$ cat src/design/mps_defs.svh
// constants for the motor protection supervisor
// How it works
// - asymmetry over 33 percent latches manual-clear fault
// - over-range current beyond 2 s blocks, shows direction
// - drive applied: missing phase or undercurrent messages
// - overload fault clears itself after cool-down
// - reset button also clears a tripped state
// - phases 1 and 3 33 percent apart: off within 2 min
// - 67 percent apart: off within 2 s
// - button held over 6 s enters parameter mode
// - parameter mode blanks lamps 0.3 s every 2 s
// - potentiometer quantized to sixteen steps, shown on lamps
// - next press stores step in non-volatile memory
// - 2 to 6 s press shows stored step 3 s
// - display only when idle and fault-free
// - lamp code binary, supply lamp most significant
// - overload trips, twenty minute cool-down before auto clear
// - overload: manual clear after 2 min, direction flashes
`ifndef MPS_DEFS_SVH
`define MPS_DEFS_SVH

// ************************************************************
// clock and tick
// ************************************************************
`define MPS_CLK_NS      50
`define MPS_TICK_NS     1000000
`define MPS_TICK_CYC    (`MPS_TICK_NS / `MPS_CLK_NS)

// ************************************************************
// times in milliseconds
// ************************************************************
`define MPS_ASYM33_MS   120000
`define MPS_ASYM67_MS   2000
`define MPS_BLOCK_MS    2000
`define MPS_UNDER_MS    2000
`define MPS_COOL_MS     1200000
`define MPS_MANACK_MS   120000
`define MPS_PARAM_MS    6000
`define MPS_SHOW_MS     2000
`define MPS_DISP_MS     3000
`define MPS_BLINK_MS    2000
`define MPS_BLANK_MS    300
`define MPS_FLASH_MS    300

// ************************************************************
// thresholds and field positions
// ************************************************************
`define MPS_PCT_FULL    100
`define MPS_PCT_LO      33
`define MPS_PCT_HI      67
`define MPS_MIN_CUR     8'h10
`define MPS_RATED_LSB   4'hf
`define MPS_POT_MSB     7
`define MPS_POT_LSB     4
`define MPS_FLASH_BIT   8

`endif

$ cat src/design/mps_pkg.sv
// types of the motor protection supervisor
package mps_pkg;
  typedef enum logic [1:0] {
    MPS_NORMAL  = 2'b00,
    MPS_DISPLAY = 2'b01,
    MPS_PARAM   = 2'b11
  } mps_mode_e;

  typedef enum logic [1:0] {
    MPS_F_NONE  = 2'b00,
    MPS_F_ASYM  = 2'b01,
    MPS_F_BLOCK = 2'b11,
    MPS_F_OVLD  = 2'b10
  } mps_fault_e;

  typedef logic [20:0] mps_ms_t;
endpackage : mps_pkg

$ cat src/design/mps_tmr_if.sv
// carrier between the supervisor and one of its interval timers
`timescale 1ns/1ps
interface mps_tmr_if;
  logic tick;
  logic run;
  logic done;
  modport ctl (output tick, output run, input done);
  modport tmr (input tick, input run, output done);
endinterface : mps_tmr_if

$ cat src/design/mps_timer.sv
// millisecond interval timer, restarts whenever run drops
`timescale 1ns/1ps
module mps_timer #(
  parameter int unsigned LIMIT = 1
) (
  // clock and reset
  input  wire logic i_ref_clk,
  input  wire logic i_rstn,
  // control
  mps_tmr_if.tmr    t
);
  mps_pkg::mps_ms_t cnt_r;

  always_ff @(posedge i_ref_clk or negedge i_rstn) begin
    if (!i_rstn) begin
      cnt_r <= '0;
    end else if (!t.run) begin
      cnt_r <= '0;
    end else if (t.tick && (cnt_r != 21'(LIMIT))) begin
      cnt_r <= cnt_r + 21'h1;
    end
  end

  assign t.done = t.run && (cnt_r == 21'(LIMIT));
endmodule : mps_timer

$ cat src/design/mps_top.sv
// motor protection supervisor: trips, acknowledgement, parameter mode, lamps
`timescale 1ns/1ps
`include "mps_defs.svh"
module mps_top #(
  parameter int unsigned TICK_CYC = `MPS_TICK_CYC
) (
  // clock and reset
  input  wire logic       i_ref_clk,
  input  wire logic       i_rstn,
  // front panel and controller pins
  input  wire logic       i_reset_btn,
  input  wire logic       i_drive_ccw,
  input  wire logic       i_drive_cw,
  // measurement front end, same clock
  input  wire logic [7:0] i_cur_l1,
  input  wire logic [7:0] i_cur_l3,
  input  wire logic       i_cur_overrange,
  input  wire logic       i_phase_missing,
  input  wire logic       i_no_motor,
  input  wire logic [7:0] i_pot,
  // non-volatile storage
  input  wire logic [3:0] i_nv_code,
  output logic            o_nv_we,
  output logic [3:0]      o_nv_code,
  // power path and controller status
  output logic            o_motor_ccw,
  output logic            o_motor_cw,
  output logic            o_overload,
  output logic            o_message,
  // lamps
  output logic            o_supply_lamp,
  output logic            o_fault_lamp,
  output logic            o_ccw_lamp,
  output logic            o_cw_lamp
);
  // ************************************************************
  // declarations
  // ************************************************************
  logic [14:0]          div_r;
  logic                 tick_r;
  logic [2:0]           btn_s_r;
  logic [2:0]           ccw_s_r;
  logic [2:0]           cw_s_r;
  logic                 btn_r;
  logic                 btn_prev_r;
  logic                 drv_ccw_r;
  logic                 drv_cw_r;
  logic [12:0]          press_r;
  logic                 btn_rise;
  logic                 btn_fall;
  logic [7:0]           cur_hi;
  logic [7:0]           cur_lo;
  logic [15:0]          diff_pct;
  logic                 asym33;
  logic                 asym67;
  logic                 over_rated;
  logic                 under_cur;
  logic                 drive_any;
  logic                 healthy;
  mps_pkg::mps_fault_e  fault_r;
  logic                 fault_ccw_r;
  mps_pkg::mps_mode_e   mode_r;
  logic                 hold_r;
  logic [3:0]           code_r;
  logic                 init_r;
  logic [8:0]           flash_r;
  logic [10:0]          blink_r;
  logic [8:0]           phase_r;
  logic                 slow;
  logic                 msg_nxt;
  logic [3:0]           lamp_nxt;
  mps_tmr_if t_a33 ();
  mps_tmr_if t_a67 ();
  mps_tmr_if t_blk ();
  mps_tmr_if t_und ();
  mps_tmr_if t_cool ();
  mps_tmr_if t_man ();
  mps_tmr_if t_disp ();
  // ************************************************************
  // millisecond tick
  // ************************************************************
  always_ff @(posedge i_ref_clk or negedge i_rstn) begin
    if (!i_rstn) begin
      div_r  <= 15'h0;
      tick_r <= 1'b0;
    end else begin
      tick_r <= (div_r == 15'(TICK_CYC - 1));
      div_r  <= (div_r == 15'(TICK_CYC - 1)) ? 15'h0 : div_r + 15'h1;
    end
  end

  always_ff @(posedge i_ref_clk or negedge i_rstn) begin
    if (!i_rstn) phase_r <= 9'h0;
    else if (tick_r) phase_r <= phase_r + 9'h1;
  end
  assign slow = phase_r[`MPS_FLASH_BIT];
  // ************************************************************
  // pin synchronisers
  // ************************************************************
  // debounced button level
  always_ff @(posedge i_ref_clk or negedge i_rstn) begin
    if (!i_rstn) begin
      {btn_s_r, ccw_s_r, cw_s_r}               <= 9'h0;
      {btn_r, btn_prev_r, drv_ccw_r, drv_cw_r} <= 4'h0;
    end else begin
      btn_s_r    <= {btn_s_r[1:0], i_reset_btn};
      ccw_s_r    <= {ccw_s_r[1:0], i_drive_ccw};
      cw_s_r     <= {cw_s_r[1:0], i_drive_cw};
      btn_prev_r <= btn_r;
      if (btn_s_r[1] == btn_s_r[2]) btn_r <= btn_s_r[2];
      if (ccw_s_r[1] == ccw_s_r[2]) drv_ccw_r <= ccw_s_r[2];
      if (cw_s_r[1] == cw_s_r[2]) drv_cw_r <= cw_s_r[2];
    end
  end
  assign btn_rise = btn_r && !btn_prev_r;
  assign btn_fall = !btn_r && btn_prev_r;
  always_ff @(posedge i_ref_clk or negedge i_rstn) begin
    if (!i_rstn) press_r <= 13'h0;
    else if (btn_rise) press_r <= 13'h0;
    else if (btn_r && tick_r && (press_r != 13'(`MPS_PARAM_MS))) press_r <= press_r + 13'h1;
  end
  // ************************************************************
  // current evaluation
  // ************************************************************
  assign cur_hi   = (i_cur_l1 > i_cur_l3) ? i_cur_l1 : i_cur_l3;
  assign cur_lo   = (i_cur_l1 > i_cur_l3) ? i_cur_l3 : i_cur_l1;
  assign diff_pct = 16'(cur_hi - cur_lo) * 16'(`MPS_PCT_FULL);
  assign asym33   = (cur_hi != 8'h0) && (diff_pct >= 16'(cur_hi) * 16'(`MPS_PCT_LO));
  assign asym67   = (cur_hi != 8'h0) && (diff_pct >= 16'(cur_hi) * 16'(`MPS_PCT_HI));
  assign over_rated = cur_hi > {code_r, `MPS_RATED_LSB};
  assign under_cur  = (i_cur_l1 < `MPS_MIN_CUR) && (i_cur_l3 < `MPS_MIN_CUR);
  assign drive_any  = drv_ccw_r || drv_cw_r;
  assign healthy    = (fault_r == mps_pkg::MPS_F_NONE);
  // ************************************************************
  // interval timers
  // ************************************************************
  assign t_a33.tick  = tick_r;
  assign t_a67.tick  = tick_r;
  assign t_blk.tick  = tick_r;
  assign t_und.tick  = tick_r;
  assign t_cool.tick = tick_r;
  assign t_man.tick  = tick_r;
  assign t_disp.tick = tick_r;
  assign t_a33.run   = healthy && drive_any && asym33;
  assign t_a67.run   = healthy && drive_any && asym67;
  assign t_blk.run   = healthy && drive_any && i_cur_overrange;
  assign t_und.run   = healthy && drive_any && under_cur;
  assign t_cool.run  = (fault_r == mps_pkg::MPS_F_OVLD);
  assign t_man.run   = (fault_r == mps_pkg::MPS_F_OVLD);
  assign t_disp.run  = (mode_r == mps_pkg::MPS_DISPLAY);
  mps_timer #(.LIMIT(`MPS_ASYM33_MS)) u_a33 (.i_ref_clk(i_ref_clk), .i_rstn(i_rstn), .t(t_a33.tmr));
  mps_timer #(.LIMIT(`MPS_ASYM67_MS)) u_a67 (.i_ref_clk(i_ref_clk), .i_rstn(i_rstn), .t(t_a67.tmr));
  mps_timer #(.LIMIT(`MPS_BLOCK_MS))  u_blk (.i_ref_clk(i_ref_clk), .i_rstn(i_rstn), .t(t_blk.tmr));
  mps_timer #(.LIMIT(`MPS_UNDER_MS))  u_und (.i_ref_clk(i_ref_clk), .i_rstn(i_rstn), .t(t_und.tmr));
  mps_timer #(.LIMIT(`MPS_COOL_MS))   u_cool (.i_ref_clk(i_ref_clk), .i_rstn(i_rstn), .t(t_cool.tmr));
  mps_timer #(.LIMIT(`MPS_MANACK_MS)) u_man (.i_ref_clk(i_ref_clk), .i_rstn(i_rstn), .t(t_man.tmr));
  mps_timer #(.LIMIT(`MPS_DISP_MS))   u_disp (.i_ref_clk(i_ref_clk), .i_rstn(i_rstn), .t(t_disp.tmr));
  // ************************************************************
  // fault state
  // ************************************************************
  always_ff @(posedge i_ref_clk or negedge i_rstn) begin
    if (!i_rstn) begin
      fault_r     <= mps_pkg::MPS_F_NONE;
      fault_ccw_r <= 1'b0;
    end else begin
      case (fault_r)
        mps_pkg::MPS_F_NONE: begin
          fault_ccw_r <= drv_ccw_r;
          if (t_blk.done) begin
            fault_r <= mps_pkg::MPS_F_BLOCK;
          end else if (t_a67.done) begin
            fault_r <= mps_pkg::MPS_F_ASYM;
          end else if (t_a33.done) begin
            fault_r <= mps_pkg::MPS_F_ASYM;
          end else if (drive_any && over_rated) begin
            fault_r <= mps_pkg::MPS_F_OVLD;
          end
        end
        mps_pkg::MPS_F_OVLD: begin
          if (t_cool.done) begin
            fault_r <= mps_pkg::MPS_F_NONE;
          end else if (btn_rise && t_man.done) begin
            fault_r <= mps_pkg::MPS_F_NONE;
          end
        end
        default: begin
          if (btn_rise) fault_r <= mps_pkg::MPS_F_NONE;
        end
      endcase
    end
  end

  // ************************************************************
  // operating mode
  // ************************************************************
  always_ff @(posedge i_ref_clk or negedge i_rstn) begin
    if (!i_rstn) begin
      mode_r  <= mps_pkg::MPS_NORMAL;
      hold_r  <= 1'b0;
      flash_r <= 9'h0;
      blink_r <= 11'h0;
      o_nv_we <= 1'b0;
    end else begin
      o_nv_we <= 1'b0;
      if (tick_r && (flash_r != 9'h0)) flash_r <= flash_r - 9'h1;
      if (mode_r != mps_pkg::MPS_PARAM || flash_r != 9'h0) blink_r <= 11'h0;
      else if (tick_r) blink_r <= (blink_r == 11'(`MPS_BLINK_MS - 1)) ? 11'h0 : blink_r + 11'h1;
      case (mode_r)
        mps_pkg::MPS_NORMAL: begin
          if (btn_r && healthy && (press_r == 13'(`MPS_PARAM_MS))) begin
            mode_r  <= mps_pkg::MPS_PARAM;
            hold_r  <= 1'b1;
            flash_r <= 9'(`MPS_FLASH_MS);
          end else if (btn_fall && healthy && !drive_any && (press_r > 13'(`MPS_SHOW_MS))
                       && (press_r < 13'(`MPS_PARAM_MS))) begin
            mode_r <= mps_pkg::MPS_DISPLAY;
          end
        end
        mps_pkg::MPS_DISPLAY: begin
          if (t_disp.done || drive_any || !healthy) mode_r <= mps_pkg::MPS_NORMAL;
        end
        mps_pkg::MPS_PARAM: begin
          if (hold_r) begin
            hold_r <= !btn_fall;
          end else if (btn_rise) begin
            o_nv_we <= 1'b1;
            mode_r  <= mps_pkg::MPS_NORMAL;
          end
        end
        default: begin
          mode_r <= mps_pkg::MPS_NORMAL;
        end
      endcase
    end
  end

  // ************************************************************
  // stored nominal-current step
  // ************************************************************
  always_ff @(posedge i_ref_clk or negedge i_rstn) begin
    if (!i_rstn) begin
      code_r    <= 4'h0;
      init_r    <= 1'b1;
      o_nv_code <= 4'h0;
    end else begin
      init_r    <= 1'b0;
      o_nv_code <= i_pot[`MPS_POT_MSB:`MPS_POT_LSB];
      if (init_r) code_r <= i_nv_code;
      else if (mode_r == mps_pkg::MPS_PARAM && !hold_r && btn_rise) code_r <= o_nv_code;
    end
  end
  // ************************************************************
  // lamps, power path, status
  // ************************************************************
  always_comb begin
    msg_nxt  = healthy && drive_any && (i_phase_missing || i_no_motor || t_und.done);
    lamp_nxt = {1'b1, 1'b0, drv_ccw_r, drv_cw_r};
    case (mode_r)
      mps_pkg::MPS_PARAM: begin
        if (flash_r != 9'h0) begin
          lamp_nxt = 4'h8;
        end else if (blink_r < 11'(`MPS_BLANK_MS)) begin
          lamp_nxt = 4'h0;
        end else begin
          lamp_nxt = o_nv_code;
        end
      end
      mps_pkg::MPS_DISPLAY: begin
        lamp_nxt = code_r;
      end
      default: begin
        if (!healthy) begin
          lamp_nxt[2] = 1'b1;
          // flash direction when manual clear allowed
          if (fault_r == mps_pkg::MPS_F_OVLD && t_man.done) begin
            lamp_nxt[1:0] = fault_ccw_r ? {slow, 1'b0} : {1'b0, slow};
          end else begin
            lamp_nxt[1:0] = fault_ccw_r ? 2'h2 : 2'h1;
          end
        end else if (msg_nxt) begin
          lamp_nxt[2] = slow;
        end
      end
    endcase
  end

  always_ff @(posedge i_ref_clk or negedge i_rstn) begin
    if (!i_rstn) begin
      o_motor_ccw   <= 1'b0;
      o_motor_cw    <= 1'b0;
      o_overload    <= 1'b0;
      o_message     <= 1'b0;
      {o_supply_lamp, o_fault_lamp, o_ccw_lamp, o_cw_lamp} <= 4'h0;
    end else begin
      o_motor_ccw   <= healthy && drv_ccw_r && !drv_cw_r;
      o_motor_cw    <= healthy && drv_cw_r && !drv_ccw_r;
      o_overload    <= (fault_r == mps_pkg::MPS_F_OVLD);
      o_message     <= msg_nxt;
      {o_supply_lamp, o_fault_lamp, o_ccw_lamp, o_cw_lamp} <= lamp_nxt;
    end
  end
endmodule : mps_top

$ cat config.mk
export PLATFORM = sky130hd
export DESIGN_NAME = mps_top
export DESIGN_NICKNAME = d
export VERILOG_FILES = /design/src/design/mps_pkg.sv /design/src/design/mps_tmr_if.sv /design/src/design/mps_timer.sv /design/src/design/mps_top.sv
export VERILOG_INCLUDE_DIRS = /design/src /design/src/design
export SDC_FILE = /design/constraint.sdc
export NUM_CORES = 1
export LEC_CHECK = 0
export BUFFER_PORTS_ARGS = -buffer_cell sky130_fd_sc_hd__buf_2
export CORE_MARGIN = 3
export CORE_UTILIZATION = 50
export CTS_CLUSTER_DIAMETER = 40
export CTS_CLUSTER_SIZE = 16
export DETAILED_ROUTE_END_ITERATION = 16
export GPL_TIMING_DRIVEN = 0
export HOLD_SLACK_MARGIN = 0.03
export PLACE_DENSITY = 0.68
export SETUP_SLACK_MARGIN = 0.5
export SLEW_MARGIN = 0
export SYNTH_ARGS = -nofsm -noshare
export SYNTH_HDL_FRONTEND = slang
export SYNTH_SLANG_ARGS = --single-unit
$ cat constraint.sdc
create_clock -name i_ref_clk -period 2.95 [get_ports i_ref_clk]
set_input_delay 0 -clock i_ref_clk [delete_from_list [all_inputs] [get_ports i_ref_clk]]
set_output_delay 0 -clock i_ref_clk [all_outputs]
set_load 0.01 [all_outputs]
==> reports/metrics.cfg <==
[run_status]
violations = setup timing
status = finished, violations left

[place]
gp_congestion = 0.8579
dp_slack_ns = -5.077
hpwl_mm = 21.74
io_buffers = 44
placed_cell_area_mm2 = 0.01574

[route]
wl_mm = 34.59
drt_iter0_markers = 699
wire_per_inst_um = 15.63
ant_nets = 0
drc = 0
viasPerCell = 5.444
dr.pass1.iters = 7
num_vias = 12050

[worst_hold_path]
hp-class = in2async

[global_route]
grt_pass1_vias = 12120
gr-total-overflow = 0
grt_max_degree = 123
grt_pass1_wl_mm = 57.02
grt_antenna_before_repair = 0
grt_use_total = 0.2177

[clock_network]
clock_sinks = 242
cts-htree-levels = 2
clk_path_buf_depth = 3
insertion_delay_ns = 0.52
cts_buffers = 39
clk_pin_slew_ns = 0.06
cts_tree = done
clockRootBuffer = clkbuf_16

[floorplan]
rows = 61
io_pins = 49
start_util = 0.5160
die_area_mm2 = 0.03131
die_w_um = 176.9
core_area_mm2 = 0.02832
dieHeight_um = 176.9

[logic_synthesis]
synth_fp_nets = 1746
synth-compound-area-share = 0.08966
synth_top_family_by_area = simple AND/OR/NAND/NOR gates
synthCells = 1588
seq_area_frac_synth = 0.4146
ys_warn_count = 0
yosys.area_share.simple = 0.2272
synthArstFlopShare = 1.000
ys_ff_latch = 242
synth.mux.area_fraction = 0.008478
synth_fa_ha_area_frac = 0.1122
syn_avg_cell_area_um2 = 9.200
synth.distinct_cells = 71
synth_xor_area_frac = 0.1109
syn_area_mm2 = 0.01461
synthFlopType = dfrtp_1
synth_edf_count = 0

[sta]
rsz0062_at_grt = true
worst_pin_slew_ns = 0.8440
finalCritPeriodShare = 2.356
clock.fmax_mhz = 143.9
slew_headroom = 0.4330
timing.final.ws_setup_ns = -4.000
min_period_ns = 6.950
setup_violations = 44
hold_viol = 0
maxSlewViolCount = 0
skew_ns = 0.01831
fin_tns_setup_ns = -138.60

[setup_path]
required_ns = 3.39
worst_setup_path_end_kind = flip-flop
rr_worst_depth = 12
critPathArrivalTime_ns = 7.38
cpPeakStageDelay_ns = 0.49
rrSetupSlack_ns = -0.31
r2r-end = u_a67.cnt_r[13]
timing.rr.start = u_a67.cnt_r[5]
crit_type = in2reg
critPathSlowestCell = fa_1
crit_path_start_kind = input pin
crit_path_frequent_cell = ha_4
cp_max_fo = 6

[power]
cellLeakagePower_uw = 0.008403
ir_drop_v = 0.0008037
power_density_mw_per_mm2 = 748.5

[job]
cap_violations = 0

[final_layout]
syn2layout_area_growth_pct = 30.58
final_util = 0.6738
num-nets-final = 1963
antenna_cells = 0
n_fill_cell = 2116
drive_gt1_frac = 0.2360
finalInstanceArea_mm2 = 0.01908

[critical path, delay by kind of cell]
family          cells  cell delay (ns)
xor+xnor            1             0.18
fa+ha+maj           6             1.67
simple gates        5             1.68
buf+inv             6             0.53
compound gates     16             3.31
[cell usage after synthesis (all sizes together), types with 9 or more instances]
cell type	instances	area share
a21o	15	0.0077
a21oi	62	0.021
and3	32	0.014
clkbuf	27	0.0069
dfrtp	241	0.41
fa	11	0.015
ha	111	0.095
inv	112	0.029
mux2i	9	0.0062
nand2	120	0.031
nand2b	10	0.0043
nand3	83	0.028
nand4	46	0.021
nor2	234	0.061
nor2b	14	0.0062
nor3	27	0.0092
nor4	20	0.0090
nor4b	11	0.0066
o21ai	72	0.025
or3	29	0.012
or4	12	0.0067
xnor2	74	0.044
xor2	111	0.067
[per-stage QoR]
step                      cells  power, uW  hold WS (ns)
after detailed placement   2012       7825       -0.1198
final                      2213      14280       0.05611
after CTS                  2180      13580       0.03177
after floorplan            1588       6863       -0.2956
after global placement     2010       7714        0.1076
after global routing       2213      15240       0.06139
[placed cells by master, fill, tap and decap left out, drive strengths merged, types with 9 or more instances in the layout]
| master | count |
|---|---|
| nand2 | 120 |
| nand3 | 83 |
| dfrtp | 241 |
| a21o | 15 |
| nor2 | 234 |
| nand2b | 10 |
| dlygate4sd3 | 18 |
| or4 | 12 |
| nor4b | 11 |
| or3 | 29 |
| nor4 | 20 |
| fa | 11 |
| mux2i | 9 |
| a21oi | 62 |
| clkinv | 10 |
| inv | 119 |
| xor2 | 111 |
| xnor2 | 74 |
| and3 | 32 |
| clkbuf | 74 |
| nor3 | 27 |
| buf | 161 |
| nor2b | 14 |
| nand4 | 46 |
| o21ai | 72 |
| ha | 111 |
[per-layer routing]
metal	part of all wire	track usage	vias to the layer above
met5	0	0	-
met4	0.029	0.07365	0
met3	0.040	0.03303	82
met2	0.47	0.3508	237
met1	0.46	0.3020	5813
li1	-	-	5916
[repair_timing]
item | in CTS | in global routing
setup endpoints to repair | 157 | 119
gates cloned | 3 | 0
endpoints found under the hold margin | 134 | 0
setup buffers | 75 | 33
gates resized for setup | 117 | 112
pin swaps | 57 | 61
hold buffers | 19 | 0
[power breakdown]
group          leakage, uW  switching, uW  internal (uW)
Combinational      0.00450           3340           3180
Clock             0.000615           1700           2700
Sequential         0.00329           16.9           3340
[registers in the layout (all words and copies together) (netlist names), 9 cells and up]
name,cells
flash_r,9
u_blk.cnt_r,21
div_r,15
u_disp.cnt_r,21
u_cool.cnt_r,21
u_a67.cnt_r,21
u_man.cnt_r,21
press_r,13
u_a33.cnt_r,21
phase_r,9
blink_r,11
u_und.cnt_r,21
[cell type report]
class / instances / area [um2] / share of cell area
Inverter: 112 / 445.4 / 0.02335
Timing Repair Buffer: 176 / 1458 / 0.07640
Clock inverter: 24 / 225.2 / 0.01180
Buffer: 30 / 232.7 / 0.01220
Sequential cell: 242 / 6063 / 0.3178
Clock buffer: 47 / 1057 / 0.05542
Tap cell: 378 / 473.0 / 0.02479
Multi-Input combinational cell: 1204 / 9124 / 0.4782
[kinds of logic after synthesis]
kind of cell,count (synthesis)
other cells,1
xor+xnor,185
simple gates,672
flops,242
buf+inv,142
compound gates,209
fa+ha+maj,125
mux,12
[worst max-delay path by stage]
stage / startpoint / endpoint / slack (ns) / depth (start not counted)
finish: i_cur_l3[3] / u_a67.cnt_r[17] / -4.00 / 34
global route: i_cur_l3[3] / u_a67.cnt_r[17] / -4.15 / 35
CTS: i_cur_l3[5] / u_a67.cnt_r[17] / -3.78 / 36
detailed placement: i_cur_l3[5] / u_a67.cnt_r[15] / -5.08 / 37
global placement: i_cur_l3[5] / u_a67.cnt_r[15] / -5.05 / 37
floorplan: i_cur_l3[5] / u_a67.cnt_r[15] / -3.84 / 35
Note: power is estimated with default switching activity, not from simulation.
